`config.mk`:
```
export PLATFORM = sky130hd
export DESIGN_NAME = scf_top
export DESIGN_NICKNAME = d
export VERILOG_FILES = /design/src/rtl/scf_pkg.sv /design/src/rtl/scf_deb_if.sv /design/src/rtl/scf_debounce.sv /design/src/rtl/scf_top.sv
export SDC_FILE = /design/constraint.sdc
export NUM_CORES = 1
export LEC_CHECK = 0
export BUFFER_PORTS_ARGS = -buffer_cell sky130_fd_sc_hd__buf_2
export CAP_MARGIN = 20
export CELL_PAD_IN_SITES_DETAIL_PLACEMENT = 0
export CELL_PAD_IN_SITES_GLOBAL_PLACEMENT = 1
export CORE_MARGIN = 2
export CORE_UTILIZATION = 25
export DETAILED_ROUTE_END_ITERATION = 12
export GPL_ROUTABILITY_DRIVEN = 0
export GPL_TIMING_DRIVEN = 0
export HOLD_SLACK_MARGIN = 0.12
export PLACE_DENSITY = 0.5
export SKIP_CTS_REPAIR_TIMING = 1
export SYNTH_ARGS = -nofsm -noshare
export SYNTH_HDL_FRONTEND = slang
export SYNTH_SLANG_ARGS = --single-unit
export TNS_END_PERCENT = 10
```
`constraint.sdc`:
```
create_clock -name clk_sys -period 5.1 [get_ports clk_sys]
set_input_delay 0.765 -clock clk_sys [delete_from_list [all_inputs] [get_ports clk_sys]]
set_output_delay 0.765 -clock clk_sys [all_outputs]
set_load 0.1 [all_outputs]
```
`src/rtl/scf_pkg.sv`:
```
package scf_pkg;

  // ---------------------------------------------------------------
  // register offsets
  // ---------------------------------------------------------------
  localparam logic [7:0] SCF_OFS_CH6_OV_THR  = 8'h71;
  localparam logic [7:0] SCF_OFS_CH6_DEB_SEL = 8'h74;
  localparam logic [7:0] SCF_OFS_CH6_ROUTE   = 8'h75;
  localparam logic [7:0] SCF_OFS_CH7_UV_THR  = 8'h80;

  // ---------------------------------------------------------------
  // field positions and reset values
  // ---------------------------------------------------------------
  localparam int SCF_OV_FILTER_MSB   = 7;
  localparam int SCF_OV_FILTER_LSB   = 4;
  localparam int SCF_UV_FILTER_MSB   = 3;
  localparam int SCF_UV_FILTER_LSB   = 0;
  localparam int SCF_OV_ROUTE_BIT    = 4;
  localparam int SCF_UV_ROUTE_BIT    = 3;
  localparam logic [7:0] SCF_ROUTE_WMASK  = 8'h18;
  localparam logic [7:0] SCF_RST_THR      = 8'h00;
  localparam logic [7:0] SCF_RST_DEB_SEL  = 8'h00;
  localparam logic [7:0] SCF_RST_ROUTE    = 8'h00;

  // ---------------------------------------------------------------
  // threshold scaling, millivolts
  // ---------------------------------------------------------------
  localparam int SCF_MV_WIDTH        = 13;
  localparam logic [12:0] SCF_MV_BASE_1X = 13'h00c8; // 200 mV
  localparam logic [12:0] SCF_MV_STEP_1X = 13'h0005; // 5 mV
  localparam logic [12:0] SCF_MV_BASE_4X = 13'h0320; // 800 mV
  localparam logic [12:0] SCF_MV_STEP_4X = 13'h0014; // 20 mV

  // ---------------------------------------------------------------
  // debounce timing
  // ---------------------------------------------------------------
  localparam int SCF_CLK_MHZ         = 100;
  localparam int SCF_DEB_BASE_NS     = 100;    // 0.1 us shortest code
  localparam int SCF_DEB_LONGEST_NS  = 102400; // 102.4 us
  localparam int SCF_DEB_BASE_CYC    = (SCF_DEB_BASE_NS * SCF_CLK_MHZ + 999) / 1000;
  localparam int SCF_DEB_LONGEST_CYC = (SCF_DEB_LONGEST_NS * SCF_CLK_MHZ + 999) / 1000;
  localparam int SCF_DEB_CODE_LAST   = 9;      // last doubling code
  localparam int SCF_CNT_WIDTH       = 14;

endpackage

```
`src/rtl/scf_deb_if.sv`:
```
`timescale 1ns/100ps
`default_nettype none
// ---------------------------------------------------------------
// one debounce path: raw comparator, interval, filtered fault
// ---------------------------------------------------------------
interface scf_deb_if;
  import scf_pkg::*;
  logic                     raw;
  logic [SCF_CNT_WIDTH-1:0] duration;
  logic                     filtered;
  modport ctrl (output raw, output duration, input filtered);
  modport filt (input raw, input duration, output filtered);
endinterface
`default_nettype wire

```
`src/rtl/scf_debounce.sv`:
```
`timescale 1ns/100ps
`default_nettype none
module scf_debounce
  import scf_pkg::*;
(
  input  wire logic  clk_sys,
  input  wire logic  arst_n,
  scf_deb_if.filt    deb
);

  logic [SCF_CNT_WIDTH-1:0] stable_cnt;
  logic [SCF_CNT_WIDTH-1:0] next_stable_cnt;
  logic                     next_filtered;

  // ---------------------------------------------------------------
  // stability counter, saturates at the selected interval
  // ---------------------------------------------------------------
  assign next_stable_cnt = !deb.raw ? '0 :
                           (stable_cnt >= deb.duration) ? stable_cnt : stable_cnt + 1'b1;
  assign next_filtered   = deb.raw && (next_stable_cnt >= deb.duration); // see RQ5

  // counter and filtered flag registers
  always_ff @(posedge clk_sys or negedge arst_n) begin
    if (!arst_n) begin
      stable_cnt   <= '0;
      deb.filtered <= 1'b0;
    end else begin
      stable_cnt   <= next_stable_cnt;
      deb.filtered <= next_filtered;
    end
  end

endmodule
`default_nettype wire

```
`src/rtl/scf_top.sv`:
```
`timescale 1ns/100ps
`default_nettype none
// Notes on behaviour
// RQ1: channel 6 fast overvoltage threshold, 8-bit read/write at 0x71.
// RQ2: threshold codes are read through the external range scaling setting.
// RQ3: 1x scaling: 200 mV plus 5 mV per code step.
// RQ4: 4x scaling: 800 mV plus 20 mV per code step.
// RQ5: a fault rises only after the raw comparator stays high the whole interval.
// RQ6: bits 7-4 at 0x74 pick overvoltage interval, 0.1 us doubling, above 9 is 102.4 us.
// RQ7: bits 3-0 at 0x74 pick undervoltage interval from the same table.
// RQ8: bit 4 at 0x75 routes channel 6 overvoltage fault to the reset pin.
// RQ9: bit 3 at 0x75 routes channel 6 undervoltage fault to the reset pin.
// RQ10: channel 7 fast undervoltage threshold, 8-bit read/write at 0x80, same scaling.
// RQ11: unused bits of 0x75 read zero and ignore writes.
// RQ12: reset pin is pulled low while any routed filtered fault is present.
module scf_top
  import scf_pkg::*;
#(
  parameter int DEB_BASE_CYCLES    = SCF_DEB_BASE_CYC,
  parameter int DEB_LONGEST_CYCLES = SCF_DEB_LONGEST_CYC
) (
  input  wire logic                    clk_sys,
  input  wire logic                    arst_n,
  // register port
  input  wire logic [7:0]              reg_addr,
  input  wire logic                    reg_wr,
  input  wire logic [7:0]              reg_wdata,
  input  wire logic                    reg_rd,
  output logic      [7:0]              reg_rdata,
  // scaling and raw comparator inputs
  input  wire logic                    range_scale_4x,
  input  wire logic                    ch6_ov_raw,
  input  wire logic                    ch6_uv_raw,
  // scaled thresholds, filtered faults and reset pin
  output logic      [SCF_MV_WIDTH-1:0] ch6_ov_threshold_mv,
  output logic      [SCF_MV_WIDTH-1:0] ch7_uv_threshold_mv,
  output logic                         ch6_ov_fault,
  output logic                         ch6_uv_fault,
  output logic                         reset_out_o,
  output logic                         reset_out_oe_n
);

  // ---------------------------------------------------------------
  // functions
  // ---------------------------------------------------------------
  // code to millivolts under the selected scaling
  function automatic logic [SCF_MV_WIDTH-1:0] code_to_mv(input logic [7:0] code, input logic scale4);
    logic [SCF_MV_WIDTH-1:0] wide;
    // widened first so the product cannot wrap
    wide = {{(SCF_MV_WIDTH-8){1'b0}}, code};
    if (scale4) begin
      code_to_mv = SCF_MV_BASE_4X + SCF_MV_WIDTH'(wide * SCF_MV_STEP_4X); // see RQ4
    end else begin
      code_to_mv = SCF_MV_BASE_1X + SCF_MV_WIDTH'(wide * SCF_MV_STEP_1X); // see RQ3
    end
  endfunction

  // debounce code to interval in clock cycles
  function automatic logic [SCF_CNT_WIDTH-1:0] code_to_cycles(input logic [3:0] code);
    logic [SCF_CNT_WIDTH-1:0] base;
    base = SCF_CNT_WIDTH'(DEB_BASE_CYCLES);
    // every code past the last doubling step selects the longest interval
    if (int'(code) > SCF_DEB_CODE_LAST) begin
      code_to_cycles = SCF_CNT_WIDTH'(DEB_LONGEST_CYCLES);
    end else begin
      code_to_cycles = base << code;
    end
  endfunction

  // ---------------------------------------------------------------
  // register storage
  // ---------------------------------------------------------------
  logic [7:0] ch6_fast_overvoltage_threshold;
  logic [7:0] ch6_fast_debounce_select;
  logic [7:0] ch6_fault_reset_routing;
  logic [7:0] ch7_fast_undervoltage_threshold;

  // address decode
  // full byte compare, so an unmapped offset hits nothing
  wire hit_ov_thr  = (reg_addr == SCF_OFS_CH6_OV_THR);
  wire hit_deb_sel = (reg_addr == SCF_OFS_CH6_DEB_SEL);
  wire hit_route   = (reg_addr == SCF_OFS_CH6_ROUTE);
  wire hit_uv_thr  = (reg_addr == SCF_OFS_CH7_UV_THR);

  // write enables, one per register
  wire wen_ov_thr  = reg_wr && hit_ov_thr;
  wire wen_deb_sel = reg_wr && hit_deb_sel;
  wire wen_route   = reg_wr && hit_route;
  wire wen_uv_thr  = reg_wr && hit_uv_thr;

  // reserved routing bits are dropped before they are stored
  wire [7:0] route_wdata = reg_wdata & SCF_ROUTE_WMASK; // see RQ11

  // all four registers reset to zero, their power-up contents being otherwise undefined
  // channel 6 overvoltage threshold
  always_ff @(posedge clk_sys or negedge arst_n) begin
    if (!arst_n) begin
      ch6_fast_overvoltage_threshold <= SCF_RST_THR;
    end else if (wen_ov_thr) begin
      ch6_fast_overvoltage_threshold <= reg_wdata; // see RQ1
    end
  end

  // channel 6 debounce codes, overvoltage high nibble, undervoltage low nibble
  always_ff @(posedge clk_sys or negedge arst_n) begin
    if (!arst_n) begin
      ch6_fast_debounce_select <= SCF_RST_DEB_SEL;
    end else if (wen_deb_sel) begin
      ch6_fast_debounce_select <= reg_wdata; // see RQ6 see RQ7
    end
  end

  // channel 6 fault routing, only the two route bits are stored
  always_ff @(posedge clk_sys or negedge arst_n) begin
    if (!arst_n) begin
      ch6_fault_reset_routing <= SCF_RST_ROUTE;
    end else if (wen_route) begin
      ch6_fault_reset_routing <= route_wdata; // see RQ11
    end
  end

  // channel 7 undervoltage threshold
  always_ff @(posedge clk_sys or negedge arst_n) begin
    if (!arst_n) begin
      ch7_fast_undervoltage_threshold <= SCF_RST_THR;
    end else if (wen_uv_thr) begin
      ch7_fast_undervoltage_threshold <= reg_wdata; // see RQ10
    end
  end

  // ---------------------------------------------------------------
  // read path
  // ---------------------------------------------------------------
  // read select: unmapped offsets give zero
  // a write in the same cycle is not seen yet, the old contents are returned
  wire [7:0] rd_mux = hit_ov_thr  ? ch6_fast_overvoltage_threshold :
                      hit_deb_sel ? ch6_fast_debounce_select :
                      hit_route   ? ch6_fault_reset_routing :
                      hit_uv_thr  ? ch7_fast_undervoltage_threshold : 8'h00;

  // read data register, updated on each read strobe
  // the host sees the value one edge after its strobe
  always_ff @(posedge clk_sys or negedge arst_n) begin
    if (!arst_n) begin
      reg_rdata <= 8'h00;
    end else if (reg_rd) begin
      reg_rdata <= rd_mux;
    end
  end

  // ---------------------------------------------------------------
  // threshold scaling
  // ---------------------------------------------------------------
  // code to millivolts, recomputed every cycle
  // a scaling change shows on the outputs one edge later
  wire [SCF_MV_WIDTH-1:0] next_ov_mv = code_to_mv(ch6_fast_overvoltage_threshold, range_scale_4x);
  wire [SCF_MV_WIDTH-1:0] next_uv_mv = code_to_mv(ch7_fast_undervoltage_threshold, range_scale_4x);

  // channel 6 overvoltage threshold in millivolts
  always_ff @(posedge clk_sys or negedge arst_n) begin
    if (!arst_n) begin
      ch6_ov_threshold_mv <= SCF_MV_BASE_1X;
    end else begin
      ch6_ov_threshold_mv <= next_ov_mv; // see RQ2
    end
  end

  // channel 7 undervoltage threshold in millivolts
  always_ff @(posedge clk_sys or negedge arst_n) begin
    if (!arst_n) begin
      ch7_uv_threshold_mv <= SCF_MV_BASE_1X;
    end else begin
      ch7_uv_threshold_mv <= next_uv_mv; // see RQ2
    end
  end

  // ---------------------------------------------------------------
  // debounce paths: index 0 overvoltage, index 1 undervoltage
  // ---------------------------------------------------------------
  // field slices gathered into per-path vectors
  wire [3:0] ov_code  = ch6_fast_debounce_select[SCF_OV_FILTER_MSB:SCF_OV_FILTER_LSB];
  wire [3:0] uv_code  = ch6_fast_debounce_select[SCF_UV_FILTER_MSB:SCF_UV_FILTER_LSB];
  wire [1:0] raw_vec  = {ch6_uv_raw, ch6_ov_raw};
  wire [7:0] code_vec = {uv_code, ov_code};
  wire [1:0] flt_vec;

  // one interface per path, control side here, filter side in the submodule
  scf_deb_if deb_bus [2] ();

  // only assertion is debounced; a fault clears on the first low raw sample
  genvar gi;
  generate
    for (gi = 0; gi < 2; gi++) begin : g_path
      assign deb_bus[gi].raw      = raw_vec[gi];
      assign deb_bus[gi].duration = code_to_cycles(code_vec[gi*4 +: 4]); // see RQ6 see RQ7
      assign flt_vec[gi]          = deb_bus[gi].filtered;
      scf_debounce u_deb (
        .clk_sys (clk_sys),
        .arst_n  (arst_n),
        .deb     (deb_bus[gi].filt)
      );
    end
  endgenerate

  // ---------------------------------------------------------------
  // fault routing to the open-drain reset pin
  // ---------------------------------------------------------------
  // a fault reaches the pin only with its route bit set
  wire ov_routed = flt_vec[0] && ch6_fault_reset_routing[SCF_OV_ROUTE_BIT]; // see RQ8
  wire uv_routed = flt_vec[1] && ch6_fault_reset_routing[SCF_UV_ROUTE_BIT]; // see RQ9

  // filtered fault flags come straight from the debounce flops
  assign ch6_ov_fault   = flt_vec[0];
  assign ch6_uv_fault   = flt_vec[1];

  // open drain: data tied low, only the enable moves, and a low enable pulls the pin
  assign reset_out_o    = 1'b0;                      // open drain only pulls low
  assign reset_out_oe_n = !(ov_routed || uv_routed); // see RQ12

endmodule
`default_nettype wire

```
Word level (Yosys, flattened, before mapping) --
Cells that the tools add are included.
Word-level totals: register bits 90, input bits 23, output and inout bits 38
Cells by class: $add $sub $neg 6, multiply operators 4, $lt $le $gt $ge 6, equality and inequality tests 4, shift-type cells 2, muxes and demuxes 12, reduce and logical (&&, ||, !) cells 10
Operator list (number):
- 2-to-1 mux 14 bit | 6
- >= comparator 14 bit | 4
- multiplier 8 x 3 -> 11 bit (second input constant) | 4
- 2-to-1 mux 8 bit | 4
- adder 14 x 1 -> 14 bit (second input constant) | 2
- << shifter 4 x 4 -> 14 bit (first input constant) | 2
- adder 10 x 13 -> 13 bit (first input constant) | 2
- 2-to-1 mux 13 bit | 2
- adder 8 x 11 -> 12 bit (first input constant) | 2
- equality test 8 x 7 -> 1 bit (second input constant) | 3
- equality test 8 bit (second input constant) | 1
- greater-than comparator 4 bit (second input constant) | 2
- logical AND 1 bit | 8
- zero test 1 bit | 1
- logical OR 1 bit | 1

Depth between registers and ports, before layout --
word-level depth 7, mapped depth 22, gate-level depth less buffers 18

Cells and area by module --
Synthesis repeated with hierarchy kept, for this count alone.
Second synthesis, totals: cell total of the unflattened synthesis 763, area total of the unflattened synthesis 7240.7 um^2
By module, submodules not included:
- scf_top | instances 1, cells an instance 441, area an instance 4377.9 um^2, sequential area each 1508.9 um^2
- scf_debounce | instances 2, cells an instance 161, area an instance 1431.4 um^2, sequential area each 375.4 um^2

Worst setup path after synthesis --
OpenSTA, ideal clock, no wires.
kind register to register, start point reg ch6_fast_debounce_select[5], end point reg g_path[0].u_deb.deb.filtered, arrival time 3.947 ns, path slack 1.035 ns, cell stages (with the launch flop) 18, buffers on the path 2, period minus slack after synthesis 4.065 ns, cell sequence dfrtp_1 -> clkbuf_1 -> nand2b_1 -> or3b_2 -> ha_1 -> nand4_1 -> or3_1 -> nor2_1 -> or3_1 -> buf_2 -> or4_1 -> a21boi_1 -> ha_1 -> a2111oi_0 -> o21ai_0 -> a21oi_1 -> o31ai_1 -> a21o_1
On the way: longest elaborated chain between the ends 7, elaborated cells on any way between the ends 8, classes of those cells order compare (3); shift (1); mux (3); reduce/logical (1)
RTL lines:
- start, declared | RTL line scf_top.sv:74 | logic [7:0] ch6_fast_debounce_select;
- start signal, assigned | RTL line scf_top.sv:109 | ch6_fast_debounce_select <= reg_wdata;
- greater-than comparator 4 bit or << shifter 4 x 4 -> 14 bit (tied branches) | RTL line scf_top.sv:63, scf_top.sv:66
- 2-to-1 mux 14 bit * | RTL line scf_top.sv:63 | if (int'(code) > SCF_DEB_CODE_LAST) begin
- >= comparator 14 bit * | RTL line scf_debounce.sv:19 | (stable_cnt >= deb.duration) ? stable_cnt : stable_cnt + 1'b1;
- 2-to-1 mux 14 bit * | RTL line scf_debounce.sv:19
- 2-to-1 mux 14 bit * | RTL line scf_debounce.sv:18 | assign next_stable_cnt = !deb.raw ? '0 :
- named net g_path[0].u_deb.next_stable_cnt[10] | RTL line scf_debounce.sv:12 | logic [SCF_CNT_WIDTH-1:0] next_stable_cnt;
- >= comparator 14 bit * | RTL line scf_debounce.sv:20 | assign next_filtered = deb.raw && (next_stable_cnt >= deb.duration);
- logical AND 1 bit * | RTL line scf_debounce.sv:20
- named net g_path[0].u_deb.next_filtered | RTL line scf_debounce.sv:13 | logic next_filtered;
- end signal, assigned | RTL line scf_debounce.sv:29 | deb.filtered <= next_filtered;
- end, declared | RTL line scf_deb_if.sv:12 | modport filt (input raw, input duration, output filtered);
The timed path passes the listed nets; every way through them passes the cells marked *. A chain may end at the register's enable or synchronous reset.

Worst setup path after layout --
Ends and elaborated chain as after synthesis.

==> results.md <==
- Kind of cell adding the most delay to the critical path: compound AO/OA/AOI/OAI gates
- Leading cell type by number of instances after synthesis: sky130_fd_sc_hd__ha_1
- Chip width: about 170 um
- Part of the total power dissipated in the clock network: 36.5%
- Minimum hold slack: approximately 0.42 ns
- Reg2Reg Capture Point: g_path[0].u_deb.deb.filtered
- Clock slew at the register clock pins of the worst setup and hold paths: around 0.07 ns
- Input/output buffers: between 50 and 60
- Clock H-tree levels: 3
- Pleak: between 3 and 4 nW
- Number of flops mapped to enable cells by yosys: 0
- Critical Path, Cell by Cell: nand2b_1, or3b_2, ha_1, nand4_1, or3_4, a211oi_2, or3_1, buf_2, buf_6, buf_4, o311ai_0, o41ai_1, ha_1, a21o_1, a21oi_1, o21ai_0, a21oi_1, o31ai_1, a21o_1
- Antenna Violating Nets Remaining: 0
- Die footprint: between 0.02 and 0.03 sq mm
- Wirelength, routed: 19.99 mm
- Pwr per Cell Area: 271.5 mW/mm^2
- Async set or reset register ratio after synthesis: between 90% and 100%
- Tmin final: between 4 and 5 ns
- Initial antenna violation count: 0
- Number of core rows: 61
- Commonest cells in the netlist: sky130_fd_sc_hd__ha_1, sky130_fd_sc_hd__dfrtp_1, sky130_fd_sc_hd__nand2_1
- Final worst setup slack: approximately 0.28 ns
- Switch Pwr: approximately 0.78 mW
- Prevailing post-synth register cell: sky130_fd_sc_hd__dfrtp_1
- Final setup violating endpoints: 0
- Worst setup slack before clock tree synthesis: 0.2515 ns
- Routed vias: about 5,600
- Number of instances in the synthesized netlist: 740
- Part of the total power dissipated in sequential elements: 36.6%
- Delay contributed by the slowest stage of the critical path: 0.51 ns
- Global-route wire length before repair: approximately 32 mm
- Routed length per instance: roughly 17 um
- Worst reg2reg path depth: 19
- Area added between synthesis and finish: 16.59%
- FMAX: 0.2076 GHz
- Max-slew violation total from the final report: 0
- Buffers and inverters on the worst path: 3
- Count of different cell masters after synthesis: 63
- Number of non-filler instances in the completed layout: approximately 1,200
- Number of cells in the design after placement: approximately 1,200
- Iteration-0 DRC Markers: approximately 290
- Overall power of the completed layout: roughly 2.2 mW
- GR Util All Layers: 14.41%
- Result of the run: completed
- Simple-gate share of the synthesized area: around 17%
- Longest Clk Path Bufs: 2
- Internal Power: between 1 and 1.5 mW
- Initial Util: 25.23%
- Worst vdd ir: about 150 uV
- Remaining global-route overflow: 0
- Top post-synthesis cells by area: sky130_fd_sc_hd__dfrtp_1, sky130_fd_sc_hd__ha_1, sky130_fd_sc_hd__mux2_2
- Main combinational cell family by area after synthesis: adder cells
- Complex-gate fraction of the synthesized area: 16.45%
- Syn_nets: 869
- Comb pwr share: a little over a quarter
- Slew Limit Headroom: between 50% and 60%
- Number of storage elements in the synthesis netlist: 90
- Placed wire-length estimate after detailed placement: roughly 15 mm
- Transition time of the tightest slew-check pin: around 0.70 ns
- CP Data Arrival Time: between 5 and 6 ns
- Minimum setup slack among reg-to-reg paths: 0.28 ns
- Launch instance of the worst register-to-register path: ch6_fast_debounce_select[5]
- Clock skew after layout: 0.008472 ns
- Fraction of power spent switching nets: between 30% and 40%
- Area of the core: approximately 0.028 sq mm
- Number of maximum-capacitance violations: 0
- Number of failing hold endpoints at the final stage: 0
- Sink count of the clock tree: 90
- Mapped Area: just under 0.007 sq mm
- Root Buffer: sky130_fd_sc_hd__clkbuf_16
- Part of the cycle the worst path needs: 94.45%
- Latest clock arrival within the worst-skew pair: about 0.35 ns
- Maximum number of pins on one net before global-route repair: 47
- Synth Area in XOR/XNOR: 3.276%
- Synth warn: 0
- Number of nets at the end of the flow: between 900 and 1,000
- Top fanout value on the critical path: 10
- WP data required: between 5 and 6 ns
- IO Pins: 61
- Kind of path behind the tightest hold check: input pin to asynchronous set/reset pin
- DRC errors left: 0
- Vias in the first global route: between 5,000 and 6,000
- Detailed Routing Iterations Pass 1: 5
- Placed Instance Area: around 0.0077 sq mm
- Total non-filler cell area in the finished layout: 0.008105 sq mm
- Number of clock buffers inserted by TritonCTS: 9
- Master of the slowest instance on the critical path: sky130_fd_sc_hd__or3b_2
- CTS tree: yes
- Mean area per synthesized cell: 9.394 sq um
- Library cell with the largest summed area after synthesis: sky130_fd_sc_hd__dfrtp_1
- Sequential element share of the synthesized area: between 30% and 40%
- Setup TNS Final: 0 ns
- Fraction of layout instances using a drive strength above 1: 15.87%
- Number of vias per cell: about 4.7
- Final core utilization: between 20% and 30%
- Adder-cell share of the synthesized area: 20.16%
- Multiplexer area fraction after synthesis: just over 6%
- Category of the critical setup timing path: flop to flop
- Setup crit start kind: flop
- Top cell type's share of synthesized area: 30.24%
- Die Y-Extent: ~170 um
- Critical Path Sink Type: flop
==> layout make-up <==
cell class / count / area, sq um
Fill cell: 2934 / 19450
Antenna cell: 1 / 2.502
Tap cell: 378 / 473.0
Multi-Input combinational cell: 572 / 4388
Timing Repair Buffer: 58 / 315.3
Buffer: 29 / 140.1
Clock inverter: 4 / 98.84
Inverter: 48 / 180.2
Clock buffer: 12 / 246.5
Sequential cell: 90 / 2261
==> state kept, by name (all words and copies together), names as in the netlist <==
| name | cells |
|---|---|
| ch6_fault_reset_routing | 2 |
| ch6_ov_threshold_mv | 13 |
| g_path.u_deb.deb.filtered | 2 |
| ch7_uv_threshold_mv | 13 |
| ch6_fast_overvoltage_threshold | 8 |
| reg_rdata | 8 |
| ch6_fast_debounce_select | 8 |
| g_path.u_deb.stable_cnt | 28 |
| ch7_fast_undervoltage_threshold | 8 |
==> logic make-up (layout without fill, tap and decap cells) <==
logic type / count (synthesis) / after routing
muxes: 39 / 39
other: 1 / 2
buffers and inverters: 78 / 151
adders and majority gates: 106 / 106
and+or+nand+nor: 227 / 227
AOI/OAI and AO/OA: 173 / 173
DFF: 90 / 90
xor gates and xnor gates: 26 / 26
==> per-layer routing <==
metal | GRT usage, % | share of wire [%]
met1 | 20.30 | 50
met2 | 23.16 | 45
met5 | 0 | 0
met3 | 2.059 | 3.2
met4 | 3.605 | 0.97
==> layout by cell type (no fill, tap or decap), types with 11 or more instances in the layout <==
| master | netlist | layout |
|---|---|---|
| sky130_fd_sc_hd__ha_1 | 96 | 96 |
| sky130_fd_sc_hd__dfrtp_1 | 84 | 83 |
| sky130_fd_sc_hd__nand2_1 | 57 | 57 |
| sky130_fd_sc_hd__buf_2 | 1 | 57 |
| sky130_fd_sc_hd__nor2_1 | 52 | 52 |
| sky130_fd_sc_hd__a21oi_1 | 51 | 51 |
| sky130_fd_sc_hd__inv_1 | 48 | 48 |
| sky130_fd_sc_hd__mux2_2 | 34 | 34 |
| sky130_fd_sc_hd__o21ai_0 | 33 | 33 |
| sky130_fd_sc_hd__nand3_1 | 21 | 21 |
| sky130_fd_sc_hd__clkbuf_1 | 21 | 20 |
| sky130_fd_sc_hd__o31ai_1 | 16 | 16 |
| sky130_fd_sc_hd__or4_1 | 15 | 15 |
| sky130_fd_sc_hd__xnor2_1 | 15 | 15 |
| sky130_fd_sc_hd__nand2b_1 | 14 | 14 |
| sky130_fd_sc_hd__nor2b_1 | 12 | 12 |
| sky130_fd_sc_hd__xor2_1 | 11 | 11 |
==> power groups by stage <==
| stage | Combinational [mW] | Clock, mW | Sequential [mW] |
|---|---|---|---|
| floorplan | 0.252 | 0 | 1.01 |
| finish | 0.593 | 0.803 | 0.804 |
| CTS | 0.598 | 0.832 | 0.805 |
| global placement | 0.597 | 0 | 0.818 |
| detailed placement | 0.595 | 0 | 0.817 |
| global route | 0.648 | 0.869 | 0.812 |
==> worst reg2reg max path: cells and delay by family, from the launching register on <==
| kind | cells | cell delay, ns |
|---|---|---|
| AOI/OAI and AO/OA | 9 | 1.53 |
| and+or+nand+nor | 5 | 1.48 |
| adders and majority gates | 2 | 0.64 |
| buffers and inverters | 3 | 0.60 |
| DFF | 1 | 0.47 |
==> how the worst max path moves through the flow <==
stage	startpoint	endpoint	slack (ns)	cells past startpoint
after detailed placement	ch6_fast_debounce_select[5]	g_path[0].u_deb.deb.filtered	0.25	20
final	ch6_fast_debounce_select[5]	g_path[0].u_deb.deb.filtered	0.28	19
after CTS	ch6_fast_debounce_select[5]	g_path[0].u_deb.deb.filtered	0.23	20
after global placement	ch6_fast_debounce_select[5]	g_path[0].u_deb.deb.filtered	0.26	20
after global routing	ch6_fast_debounce_select[1]	g_path[1].u_deb.deb.filtered	-0.001	19
after floorplan	ch6_fast_debounce_select[5]	g_path[0].u_deb.deb.filtered	1.04	17
No activity file was read; power rests on OpenSTA's default activity.
